`src/lad_defines.svh`:
```
`ifndef LAD_DEFINES_SVH
`define LAD_DEFINES_SVH

`define LAD_HI_ADD     8'h0F
`define LAD_HI_AND     8'h0B
`define LAD_HI_OR      8'h09
`define LAD_HI_XOR     8'h0A
`define LAD_HI_SUB     8'h08
`define LAD_HI_MOV     8'h0E
`define LAD_HI_MUL     8'h0D
`define LAD_HI_RET     8'h0C
`define LAD_HI_PTR1    8'hEE
`define LAD_HI_BANK    8'h01
`define LAD_HI_TBL     8'h00
`define LAD_TBL_RD     6'h02
`define LAD_TBL_WR     6'h03
`define LAD_PTR2_NIB   4'hF

`define LAD_REG_WORKING_REGISTER   4'h0
`define LAD_REG_STATUS 4'h1
`define LAD_REG_BANK   4'h2
`define LAD_REG_PTR0   4'h3
`define LAD_REG_PTR1   4'h4
`define LAD_REG_PTR2   4'h5
`define LAD_REG_TPTR   4'h6
`define LAD_REG_TLAT   4'h7
`define LAD_REG_PROD   4'h8
`define LAD_REG_CTRL   4'h9
`define LAD_REG_PINS   4'hA

`define LAD_CTRL_PSA   0
`define LAD_RST_BYTE   8'h00
`define LAD_RST_WORD   16'h0000

`endif

```
`src/lad_pkg.sv`:
```
package lad_pkg;
`include "lad_defines.svh"

   typedef enum logic [3:0] {
      OP_NOP, OP_ADD, OP_AND, OP_OR, OP_XOR, OP_SUB, OP_MOV, OP_MUL,
      OP_BANK, OP_RET, OP_PTR1, OP_PTR2, OP_TRD, OP_TWR
   } lad_op_t;

   // order matches the low two bits of a table op
   typedef enum logic [1:0] {
      TM_PLAIN, TM_POSTINC, TM_POSTDEC, TM_PREINC
   } lad_tmode_t;

   typedef struct packed {
      logic neg;
      logic ovf;
      logic zero;
      logic dc;
      logic carry;
   } lad_flags_t;

   function automatic lad_op_t lad_decode(input logic [15:0] w);
      lad_op_t op;
      op = OP_NOP;
      case (w[15:8])
         `LAD_HI_ADD:  op = OP_ADD;
         `LAD_HI_AND:  op = OP_AND;
         `LAD_HI_OR:   op = OP_OR;
         `LAD_HI_XOR:  op = OP_XOR;
         `LAD_HI_SUB:  op = OP_SUB;
         `LAD_HI_MOV:  op = OP_MOV;
         `LAD_HI_MUL:  op = OP_MUL;
         `LAD_HI_RET:  op = OP_RET;
         `LAD_HI_PTR1: op = (w[7:6] == 2'h0) ? OP_PTR1 : OP_NOP;
         `LAD_HI_BANK: op = (w[7:4] == 4'h0) ? OP_BANK : OP_NOP;
         `LAD_HI_TBL: begin
            if (w[7:2] == `LAD_TBL_RD)
               op = OP_TRD;
            else if (w[7:2] == `LAD_TBL_WR)
               op = OP_TWR;
         end
         default: begin
            if (w[15:12] == `LAD_PTR2_NIB)
               op = OP_PTR2;
         end
      endcase
      return op;
   endfunction
endpackage

```
`src/lad_alu.sv`:
```
`timescale 1ns/1ps
module lad_alu (
   input  wire lad_pkg::lad_op_t    i_op,
   input  wire logic [7:0]          i_working_register,
   input  wire logic [7:0]          i_lit,
   input  wire lad_pkg::lad_flags_t i_flags,
   output logic [7:0]               o_res,
   output lad_pkg::lad_flags_t      o_flags,
   output logic [15:0]              o_prod
);
   logic [7:0] opnd_b;
   logic       cin;
   logic [8:0] sum9;
   logic [4:0] nib5;

   // subtract as k + ~W + 1 so carry means no borrow
   always_comb begin
      cin    = (i_op == lad_pkg::OP_SUB);
      opnd_b = cin ? ~i_working_register : i_working_register;
      sum9   = {1'b0, i_lit} + {1'b0, opnd_b} + {8'h00, cin};
      nib5   = {1'b0, i_lit[3:0]} + {1'b0, opnd_b[3:0]} + {4'h0, cin};
      o_prod = i_working_register * i_lit;
      o_res  = i_working_register;
      o_flags = i_flags;
      case (i_op)
         lad_pkg::OP_ADD, lad_pkg::OP_SUB: begin
            o_res         = sum9[7:0];
            o_flags.carry = sum9[8];
            o_flags.dc    = nib5[4];
            o_flags.ovf   = (i_lit[7] == opnd_b[7]) &&
                            (sum9[7] != i_lit[7]);
         end
         lad_pkg::OP_AND: o_res = i_working_register & i_lit;
         lad_pkg::OP_OR:  o_res = i_working_register | i_lit;
         lad_pkg::OP_XOR: o_res = i_working_register ^ i_lit;
         lad_pkg::OP_MOV: o_res = i_lit;
         default:         o_res = i_working_register;
      endcase
      case (i_op)
         lad_pkg::OP_ADD, lad_pkg::OP_SUB, lad_pkg::OP_AND,
         lad_pkg::OP_OR, lad_pkg::OP_XOR: begin
            o_flags.zero = (o_res == 8'h00);
            o_flags.neg  = o_res[7];
         end
         default: o_flags.zero = i_flags.zero;
      endcase
   end
endmodule // lad_alu

```
`src/lad_tblptr.sv`:
```
`timescale 1ns/1ps
module lad_tblptr #(
   parameter int TP_W = 16
) (
   input  wire lad_pkg::lad_tmode_t i_mode,
   input  wire logic [TP_W-1:0]     i_ptr,
   output logic [TP_W-1:0]          o_addr,
   output logic [TP_W-1:0]          o_nxt
);
   localparam logic [TP_W-1:0] ONE = TP_W'(1);

   if (TP_W < 2 || TP_W > 16) begin : g_chk
      $error("table pointer width must be 2..16");
   end

   always_comb begin
      o_addr = i_ptr;
      o_nxt  = i_ptr;
      unique case (i_mode)
         lad_pkg::TM_PLAIN:   o_nxt = i_ptr;
         lad_pkg::TM_POSTINC: o_nxt = i_ptr + ONE;
         lad_pkg::TM_POSTDEC: o_nxt = i_ptr - ONE;
         lad_pkg::TM_PREINC: begin
            o_nxt  = i_ptr + ONE;
            o_addr = i_ptr + ONE;
         end
      endcase
   end
endmodule // lad_tblptr

```
`src/lad_decoder.sv`:
```
// Chosen here: the address-and-strobe port and the register addresses.
`timescale 1ns/1ps
module lad_decoder #(
   parameter int TP_W = 16
) (
   input  wire logic                i_clk,
   input  wire logic                i_rst,
   input  wire logic                i_ce,
   input  wire logic                i_instr_valid,
   input  wire logic [15:0]         i_instr,
   input  wire logic [7:0]          i_prog_byte,
   input  wire logic [7:0]          i_port_pins,
   input  wire logic [7:0]          i_port_latch,
   input  wire logic                i_port_self_mod,
   input  wire logic                i_timer_zero_count_write,
   input  wire logic [3:0]          i_bus_addr,
   input  wire logic [15:0]         i_bus_wdata,
   input  wire logic                i_bus_wr,
   input  wire logic                i_bus_rd,
   output logic [15:0]              o_bus_rdata_ff,
   output logic [7:0]               o_working_register_ff,
   output lad_pkg::lad_flags_t      o_status_ff,
   output logic [3:0]               o_bsr_ff,
   output logic [15:0]              o_prod_ff,
   output logic                     o_ret_ff,
   output logic                     o_flush_ff,
   output logic                     o_tbl_rd_ff,
   output logic                     o_tbl_wr_ff,
   output logic [TP_W-1:0]          o_tbl_addr_ff,
   output logic [7:0]               o_tbl_wdata_ff,
   output logic [7:0]               o_port_src_ff,
   output logic                     o_psc_clr_ff
);
   typedef enum logic [1:0] {ST_EXEC, ST_OPND, ST_NOP} lad_state_t;

   lad_state_t          state_ff;
   lad_pkg::lad_op_t    op;
   lad_pkg::lad_flags_t alu_flags;
   logic [7:0]          lit;
   logic [7:0]          alu_res;
   logic [15:0]         alu_prod;
   logic [TP_W-1:0]     tbl_ptr_ff;
   logic [TP_W-1:0]     tbl_addr;
   logic [TP_W-1:0]     tbl_nxt;
   logic [11:0]         fsr_ff [3];
   logic [1:0]          fsr_sel_ff;
   logic [3:0]          fsr_hi_ff;
   logic [7:0]          tlat_ff;
   logic                psa_ff;
   logic [7:0]          pins_s1_ff;
   logic [7:0]          pins_s2_ff;
   logic                fire;
   logic                opnd_fire;
   logic                alu_op;
   logic                bus_wr;

   assign lit       = i_instr[7:0];
   assign op        = lad_pkg::lad_decode(i_instr);
   assign fire      = i_ce && i_instr_valid && (state_ff == ST_EXEC);
   assign opnd_fire = i_ce && i_instr_valid && (state_ff == ST_OPND);
   assign bus_wr    = i_ce && i_bus_wr;
   assign alu_op    = op inside {lad_pkg::OP_ADD, lad_pkg::OP_AND,
                                 lad_pkg::OP_OR, lad_pkg::OP_XOR,
                                 lad_pkg::OP_SUB, lad_pkg::OP_MOV};

   lad_alu u_alu (
      .i_op    (op),
      .i_working_register  (o_working_register_ff),
      .i_lit   (lit),
      .i_flags (o_status_ff),
      .o_res   (alu_res),
      .o_flags (alu_flags),
      .o_prod  (alu_prod)
   );

   lad_tblptr #(.TP_W(TP_W)) u_tblptr (
      .i_mode (lad_pkg::lad_tmode_t'(i_instr[1:0])),
      .i_ptr  (tbl_ptr_ff),
      .o_addr (tbl_addr),
      .o_nxt  (tbl_nxt)
   );

   ////////////////////////////////////////////////////////////////////////
   // sequencing: a word taken in ST_NOP is the flushed slot and is dropped
   always_ff @(posedge i_clk) begin
      if (i_rst) begin
         state_ff <= ST_EXEC;
      end else if (i_ce) begin
         unique case (state_ff)
            ST_EXEC: begin
               if (fire && op == lad_pkg::OP_PTR1)
                  state_ff <= ST_OPND;
               else if (fire && op inside {lad_pkg::OP_RET,
                        lad_pkg::OP_TRD, lad_pkg::OP_TWR})
                  state_ff <= ST_NOP;
            end
            ST_OPND: begin
               if (i_instr_valid)
                  state_ff <= ST_EXEC;
            end
            ST_NOP: state_ff <= ST_EXEC;
            // two-bit code 3 is unused; recover to fetch
            default: state_ff <= ST_EXEC;
         endcase
      end
   end

   always_ff @(posedge i_clk) begin
      if (i_rst) begin
         o_ret_ff   <= 1'b0;
         o_flush_ff <= 1'b0;
      end else if (i_ce) begin
         o_ret_ff   <= fire && op == lad_pkg::OP_RET;
         o_flush_ff <= fire && op == lad_pkg::OP_RET;
      end
   end

   ////////////////////////////////////////////////////////////////////////
   // working register and flags; the instruction beats a bus write
   always_ff @(posedge i_clk) begin
      if (i_rst) begin
         o_working_register_ff <= `LAD_RST_BYTE;
      end else if (fire && alu_op) begin
         o_working_register_ff <= alu_res;
      end else if (fire && op == lad_pkg::OP_RET) begin
         o_working_register_ff <= lit;
      end else if (bus_wr && i_bus_addr == `LAD_REG_WORKING_REGISTER) begin
         o_working_register_ff <= i_bus_wdata[7:0];
      end
   end

   always_ff @(posedge i_clk) begin
      if (i_rst) begin
         o_status_ff <= '0;
      end else if (fire && alu_op) begin
         o_status_ff <= alu_flags;
      end else if (bus_wr && i_bus_addr == `LAD_REG_STATUS) begin
         o_status_ff <= i_bus_wdata[4:0];
      end
   end

   always_ff @(posedge i_clk) begin
      if (i_rst) begin
         o_prod_ff <= `LAD_RST_WORD;
      end else if (fire && op == lad_pkg::OP_MUL) begin
         o_prod_ff <= alu_prod;
      end else if (bus_wr && i_bus_addr == `LAD_REG_PROD) begin
         o_prod_ff <= i_bus_wdata;
      end
   end

   always_ff @(posedge i_clk) begin
      if (i_rst) begin
         o_bsr_ff <= 4'h0;
      end else if (fire && op == lad_pkg::OP_BANK) begin
         o_bsr_ff <= i_instr[3:0];
      end else if (bus_wr && i_bus_addr == `LAD_REG_BANK) begin
         o_bsr_ff <= i_bus_wdata[3:0];
      end
   end

   ////////////////////////////////////////////////////////////////////////
   // pointer load: first word holds select and top nibble
   always_ff @(posedge i_clk) begin
      if (i_rst) begin
         fsr_sel_ff <= 2'h0;
         fsr_hi_ff  <= 4'h0;
      end else if (fire && op == lad_pkg::OP_PTR1) begin
         fsr_sel_ff <= i_instr[5:4];
         fsr_hi_ff  <= i_instr[3:0];
      end
   end

   for (genvar g = 0; g < 3; g++) begin : g_fsr
      always_ff @(posedge i_clk) begin
         if (i_rst) begin
            fsr_ff[g] <= 12'h000;
         end else if (opnd_fire && fsr_sel_ff == 2'(g)) begin
            fsr_ff[g] <= {fsr_hi_ff, i_instr[7:0]};
         end else if (bus_wr && i_bus_addr == `LAD_REG_PTR0 + 4'(g)) begin
            fsr_ff[g] <= i_bus_wdata[11:0];
         end
      end
   end

   ////////////////////////////////////////////////////////////////////////
   // table access: strobe and address stand in the no-op cycle
   always_ff @(posedge i_clk) begin
      if (i_rst) begin
         tbl_ptr_ff <= '0;
      end else if (fire && op inside {lad_pkg::OP_TRD, lad_pkg::OP_TWR}) begin
         tbl_ptr_ff <= tbl_nxt;
      end else if (bus_wr && i_bus_addr == `LAD_REG_TPTR) begin
         tbl_ptr_ff <= i_bus_wdata[TP_W-1:0];
      end
   end

   always_ff @(posedge i_clk) begin
      if (i_rst) begin
         o_tbl_rd_ff    <= 1'b0;
         o_tbl_wr_ff    <= 1'b0;
         o_tbl_addr_ff  <= '0;
         o_tbl_wdata_ff <= `LAD_RST_BYTE;
      end else if (i_ce) begin
         o_tbl_rd_ff <= fire && op == lad_pkg::OP_TRD;
         o_tbl_wr_ff <= fire && op == lad_pkg::OP_TWR;
         if (fire && op inside {lad_pkg::OP_TRD, lad_pkg::OP_TWR}) begin
            o_tbl_addr_ff  <= tbl_addr;
            o_tbl_wdata_ff <= tlat_ff;
         end
      end
   end

   // program memory answers within the strobe cycle
   always_ff @(posedge i_clk) begin
      if (i_rst) begin
         tlat_ff <= `LAD_RST_BYTE;
      end else if (i_ce && o_tbl_rd_ff) begin
         tlat_ff <= i_prog_byte;
      end else if (bus_wr && i_bus_addr == `LAD_REG_TLAT) begin
         tlat_ff <= i_bus_wdata[7:0];
      end
   end

   ////////////////////////////////////////////////////////////////////////
   // port source and timer zero prescaler
   always_ff @(posedge i_clk) begin
      if (i_rst) begin
         pins_s1_ff <= 8'h00;
         pins_s2_ff <= 8'h00;
      end else if (i_ce) begin
         pins_s1_ff <= i_port_pins;
         pins_s2_ff <= pins_s1_ff;
      end
   end

   // latch is ignored on self-modify: an input pin reads its real level
   always_ff @(posedge i_clk) begin
      if (i_rst) begin
         o_port_src_ff <= 8'h00;
      end else if (i_ce) begin
         o_port_src_ff <= i_port_self_mod ? pins_s2_ff : i_port_latch;
      end
   end

   always_ff @(posedge i_clk) begin
      if (i_rst) begin
         psa_ff <= 1'b0;
      end else if (bus_wr && i_bus_addr == `LAD_REG_CTRL) begin
         psa_ff <= i_bus_wdata[`LAD_CTRL_PSA];
      end
   end

   always_ff @(posedge i_clk) begin
      if (i_rst) begin
         o_psc_clr_ff <= 1'b0;
      end else if (i_ce) begin
         o_psc_clr_ff <= i_timer_zero_count_write && psa_ff;
      end
   end

   ////////////////////////////////////////////////////////////////////////
   // register read port, data one cycle after the strobe
   always_ff @(posedge i_clk) begin
      if (i_rst) begin
         o_bus_rdata_ff <= `LAD_RST_WORD;
      end else if (i_ce && i_bus_rd) begin
         case (i_bus_addr)
            `LAD_REG_WORKING_REGISTER:   o_bus_rdata_ff <= {8'h00, o_working_register_ff};
            `LAD_REG_STATUS: o_bus_rdata_ff <= {11'h000, o_status_ff};
            `LAD_REG_BANK:   o_bus_rdata_ff <= {12'h000, o_bsr_ff};
            `LAD_REG_PTR0:   o_bus_rdata_ff <= {4'h0, fsr_ff[0]};
            `LAD_REG_PTR1:   o_bus_rdata_ff <= {4'h0, fsr_ff[1]};
            `LAD_REG_PTR2:   o_bus_rdata_ff <= {4'h0, fsr_ff[2]};
            `LAD_REG_TPTR:   o_bus_rdata_ff <= 16'(tbl_ptr_ff);
            `LAD_REG_TLAT:   o_bus_rdata_ff <= {8'h00, tlat_ff};
            `LAD_REG_PROD:   o_bus_rdata_ff <= o_prod_ff;
            `LAD_REG_CTRL:   o_bus_rdata_ff <= {15'h0000, psa_ff};
            `LAD_REG_PINS:   o_bus_rdata_ff <= {8'h00, pins_s2_ff};
            default:         o_bus_rdata_ff <= `LAD_RST_WORD;
         endcase
      end
   end

   ////////////////////////////////////////////////////////////////////////
   logic [7:0]  add_sum;
   logic [7:0]  sub_dif;
   logic [15:0] mul_p;
   assign add_sum = o_working_register_ff + lit;
   assign sub_dif = lit - o_working_register_ff;
   assign mul_p   = o_working_register_ff * lit;
endmodule // lad_decoder

```
`config.mk`:
```
export PLATFORM = sky130hd
export DESIGN_NAME = lad_decoder
export DESIGN_NICKNAME = d
export VERILOG_FILES = /design/src/lad_pkg.sv /design/src/lad_alu.sv /design/src/lad_tblptr.sv /design/src/lad_decoder.sv
export VERILOG_INCLUDE_DIRS = /design/src
export SDC_FILE = /design/constraint.sdc
export NUM_CORES = 1
export LEC_CHECK = 0
export ABC_CLOCK_PERIOD_IN_PS = 5600
export BUFFER_PORTS_ARGS = -buffer_cell sky130_fd_sc_hd__buf_2
export CAP_MARGIN = 20
export CORE_MARGIN = 8
export CORE_UTILIZATION = 54
export CTS_CLUSTER_SIZE = 10
export DETAILED_ROUTE_END_ITERATION = 6
export PLACE_DENSITY = 0.74
export SYNTH_ARGS = -nofsm -noshare
export SYNTH_HDL_FRONTEND = slang
export SYNTH_HIERARCHICAL = 1
export SYNTH_SLANG_ARGS = --single-unit
```
`constraint.sdc`:
```
create_clock -name i_clk -period 5.6 [get_ports i_clk]
set_input_delay 1.12 -clock i_clk [delete_from_list [all_inputs] [get_ports i_clk]]
set_output_delay 1.12 -clock i_clk [all_outputs]
set_load 0.05 [all_outputs]
```
==> impl_metrics.ini <==
[worst_setup_path]
path_common_cell = fa_1
reg2reg_depth = 17
critPathLaunchType = input pin
endpoint_kind = flip-flop
path_class = input pin to flip-flop
cp_cell_sequence = buf_2 -> buf_4 -> inv_1 -> nor2_1 -> fa_1 -> fa_1 -> fa_1 -> inv_1 -> fa_1 -> inv_1 -> ha_1 -> a21oi_1 -> a21oi_1 -> a2111oi_0 -> buf_4 -> a21oi_1 -> xnor2_1 -> nor2_1 -> a211oi_1
r2r-end = o_prod_ff[15]
cp.required_ps = 5940
slowest_stage = fa_1
arrival_ps = 5580
rr_startpoint = o_working_register_ff[3]
r2r_setup_slack_ps = 430
max_stage_delay_ps = 540
path_buf_inv = 6
cp_max_fo = 7
path_delay_family = adder cells

[timing]
period_share = 0.936
maxSlewViolCount = 0
tightest_slew_ps = 1030
finClkSkew_ps = 12.8
tns_ps = 0
worst_slack_ps = 357
rsz0062_at_grt = no
timing.hold.ws_ps = 446
max_freq_ghz = 0.191
slew_headroom = 0.308
final-setup-viol-count = 0
layout_min_cycle_time_ps = 5240
hold_viol = 0

[cts]
cts_tree = yes
postCtsResizedCells = 0
numCtsBuffers = 17
cts.hold.buffers_added = 0
cts_root_buf = clkbuf_16
clk_pin_slew_worst_paths_ps = 70
h-tree-depth = 4
cts_setup_buffers = 0
clock_sinks = 170
insertion_delay_ps = 430
clockBufferDepth = 2

[global_route]
globalRouteOverflowTotal = 0
grt_max_degree = 97
grt_pass1_vias = 10800
antenna_found_initial = 0
track_usage = 0.262
grt_pass1_wl_microns = 59400

[run]
max-cap-violations = 0

[routing]
firstDrtPassIters = 6
vias = 11400
dr_wl_met2_microns = 17700
vias_per_cell = 6.13
ant_nets = 0
top_layer_used = met4
wl_met3_microns = 2970
drt-total-wl_microns = 37700
drc = 0
m1WireLength_microns = 16100
route.detailed.wl_per_inst_microns = 20.2
initialDrtViolationCount = 1460

[placed_design]
port_buffers = 153
place.gp.congestion = 0.984
pre_cts_ws_ps = -43.1
dp_hpwl_microns = 27800

[layout]
seq_area_sq_um = 3760
diodes = 0
synthToLayoutAreaGrowth_pct = 13.8
multi_input_area_sq_um = 7680
nFillCells = 1941
final_nets = 1733
drive_gt1_frac = 0.188

[yosys]
synthArstFlopShare = 0
synthDominantCellAreaShare = 0.219
synth.top_cells.by_count = nor2_1 (186), nand2_1 (150), dfxtp_1 (134)
postSynthCellCount = 1440
yosysSeqAreaShare = 0.307
synth_top_cell_by_area = dfxtp_1
synth_area_per_cell_sq_um = 8.52
syn-num-nets = 1606
synth_area_sq_um = 12300
synthSimpleGateAreaFrac = 0.194
synthTopCellsByArea = dfxtp_1 (22%), edfxtp_1 (8.8%), mux2i_1 (6.4%)
ys.warnings.count = 6
synth_edf_count = 36
synth-xor-area-share = 0.0371
synthMuxAreaShare = 0.0741
yosys.cell_types.count = 89
synth_compound_area_frac = 0.198
ys.flop_type = dfxtp_1
yosys_register_bits = 170
synth_top_family_by_area = compound AO/OA/AOI/OAI gates
synth.most_common_cell = nor2_1
synthAdderAreaFrac = 0.123

[pwr]
vdd_ir_drop_max_v = 0.000195
p_total_uw = 2870
p_per_area_nw_per_um2 = 205
p_leak_uw = 0.00615

[hold_path]
hold_start = o_tbl_addr_ff[6]
hp-class = flip-flop to flip-flop
min_to = o_tbl_addr_ff[6]
whs_path_depth = 2

[floorplanning]
ios = 154
die_x_microns = 167
die_area_sq_um = 27800
start_util = 0.545
fp.coreArea_sq_um = 22500
die_y_microns = 167
rows = 55

[run_status]
status = complete, no violations
-- power by group --
part           switching, uW  leakage [uW]  internal, uW
combinational            234       0.00442           114
clock                    523      0.000300           697
sequential              19.2       0.00143          1280
-- tightest hold or removal path, stage by stage, from the launching register on --
cell	delay (ps)
dfxtp_1	310
nand2_1	50
a21oi_1	50
-- registers in the layout, summed over array words and instances, names as in the netlist --
| register | count |
|---|---|
| fsr_ff | 36 |
| o_bus_rdata_ff | 16 |
| o_prod_ff | 16 |
| o_tbl_addr_ff | 16 |
| tbl_ptr_ff | 16 |
| o_port_src_ff | 8 |
| o_tbl_wdata_ff | 8 |
| o_working_register_ff | 8 |
| pins_s1_ff | 8 |
| pins_s2_ff | 8 |
| tlat_ff | 8 |
| o_status_ff | 5 |
| fsr_hi_ff | 4 |
| o_bsr_ff | 4 |
| fsr_sel_ff | 2 |
| state_ff | 2 |
| o_flush_ff | 1 |
| o_psc_clr_ff | 1 |
| o_tbl_rd_ff | 1 |
| o_tbl_wr_ff | 1 |
| psa_ff | 1 |
-- metrics by stage --
step	util	instance area [sq um]	cells
floorplan	-	12300	1440
global placement	0.592	13300	1831
detailed placement	0.592	13300	1831
CTS	0.619	13900	1863
global route	0.620	14000	1865
finish	0.620	14000	1865
-- metal layers --
layer / vias to the layer above / GRT usage
li1: 5382 / -
met1: 5359 / 0.339
met2: 595 / 0.436
met3: 96 / 0.0447
met4: 0 / 0.0870
met5: - / 0
-- worst max-delay path by stage --
stage | cells after the start | slack [ps] | from | end
after global routing | 19 | 110 | i_instr[7] | o_prod_ff[15]
after floorplan | 18 | 130 | i_instr[4] | o_prod_ff[15]
after global placement | 20 | 7 | i_instr[4] | o_prod_ff[15]
after CTS | 19 | 390 | i_instr[7] | o_prod_ff[15]
final | 19 | 360 | i_instr[7] | o_prod_ff[15]
after detailed placement | 19 | -40 | i_instr[7] | o_prod_ff[15]
-- cell families after synthesis --
logic type | Yosys count
AND/OR/NAND/NOR | 505
adder cells (fa/ha/maj) | 98
buffers and inverters | 193
XOR/XNOR | 52
multiplexers | 89
flip-flops | 170
AO/OA/AOI/OAI | 333
-- layout make-up --
class | count | area share
inverters | 90 | 0.0242
clock inverters | 13 | 0.0110
repair buffers | 211 | 0.0871
flip-flops and latches | 170 | 0.270
clock buffers | 19 | 0.0325
well taps | 285 | 0.0255
multi-input cells | 1077 | 0.550
-- layout by cell type (no fill, tap or decap), types with 17 or more instances in the layout --
cell,count
a22o_1,42
clkbuf_16,18
dfxtp_1,134
a211oi_1,43
xor2_1,22
inv_1,82
buf_2,152
mux2i_1,78
nor2_1,186
xnor2_1,30
a22oi_1,23
o21ai_0,41
ha_1,61
fa_1,37
buf_4,57
nor2b_1,17
edfxtp_1,36
nand3_1,47
nor3_1,17
a21oi_1,78
nand2_1,150
No activity file was read; power rests on OpenSTA's default activity.
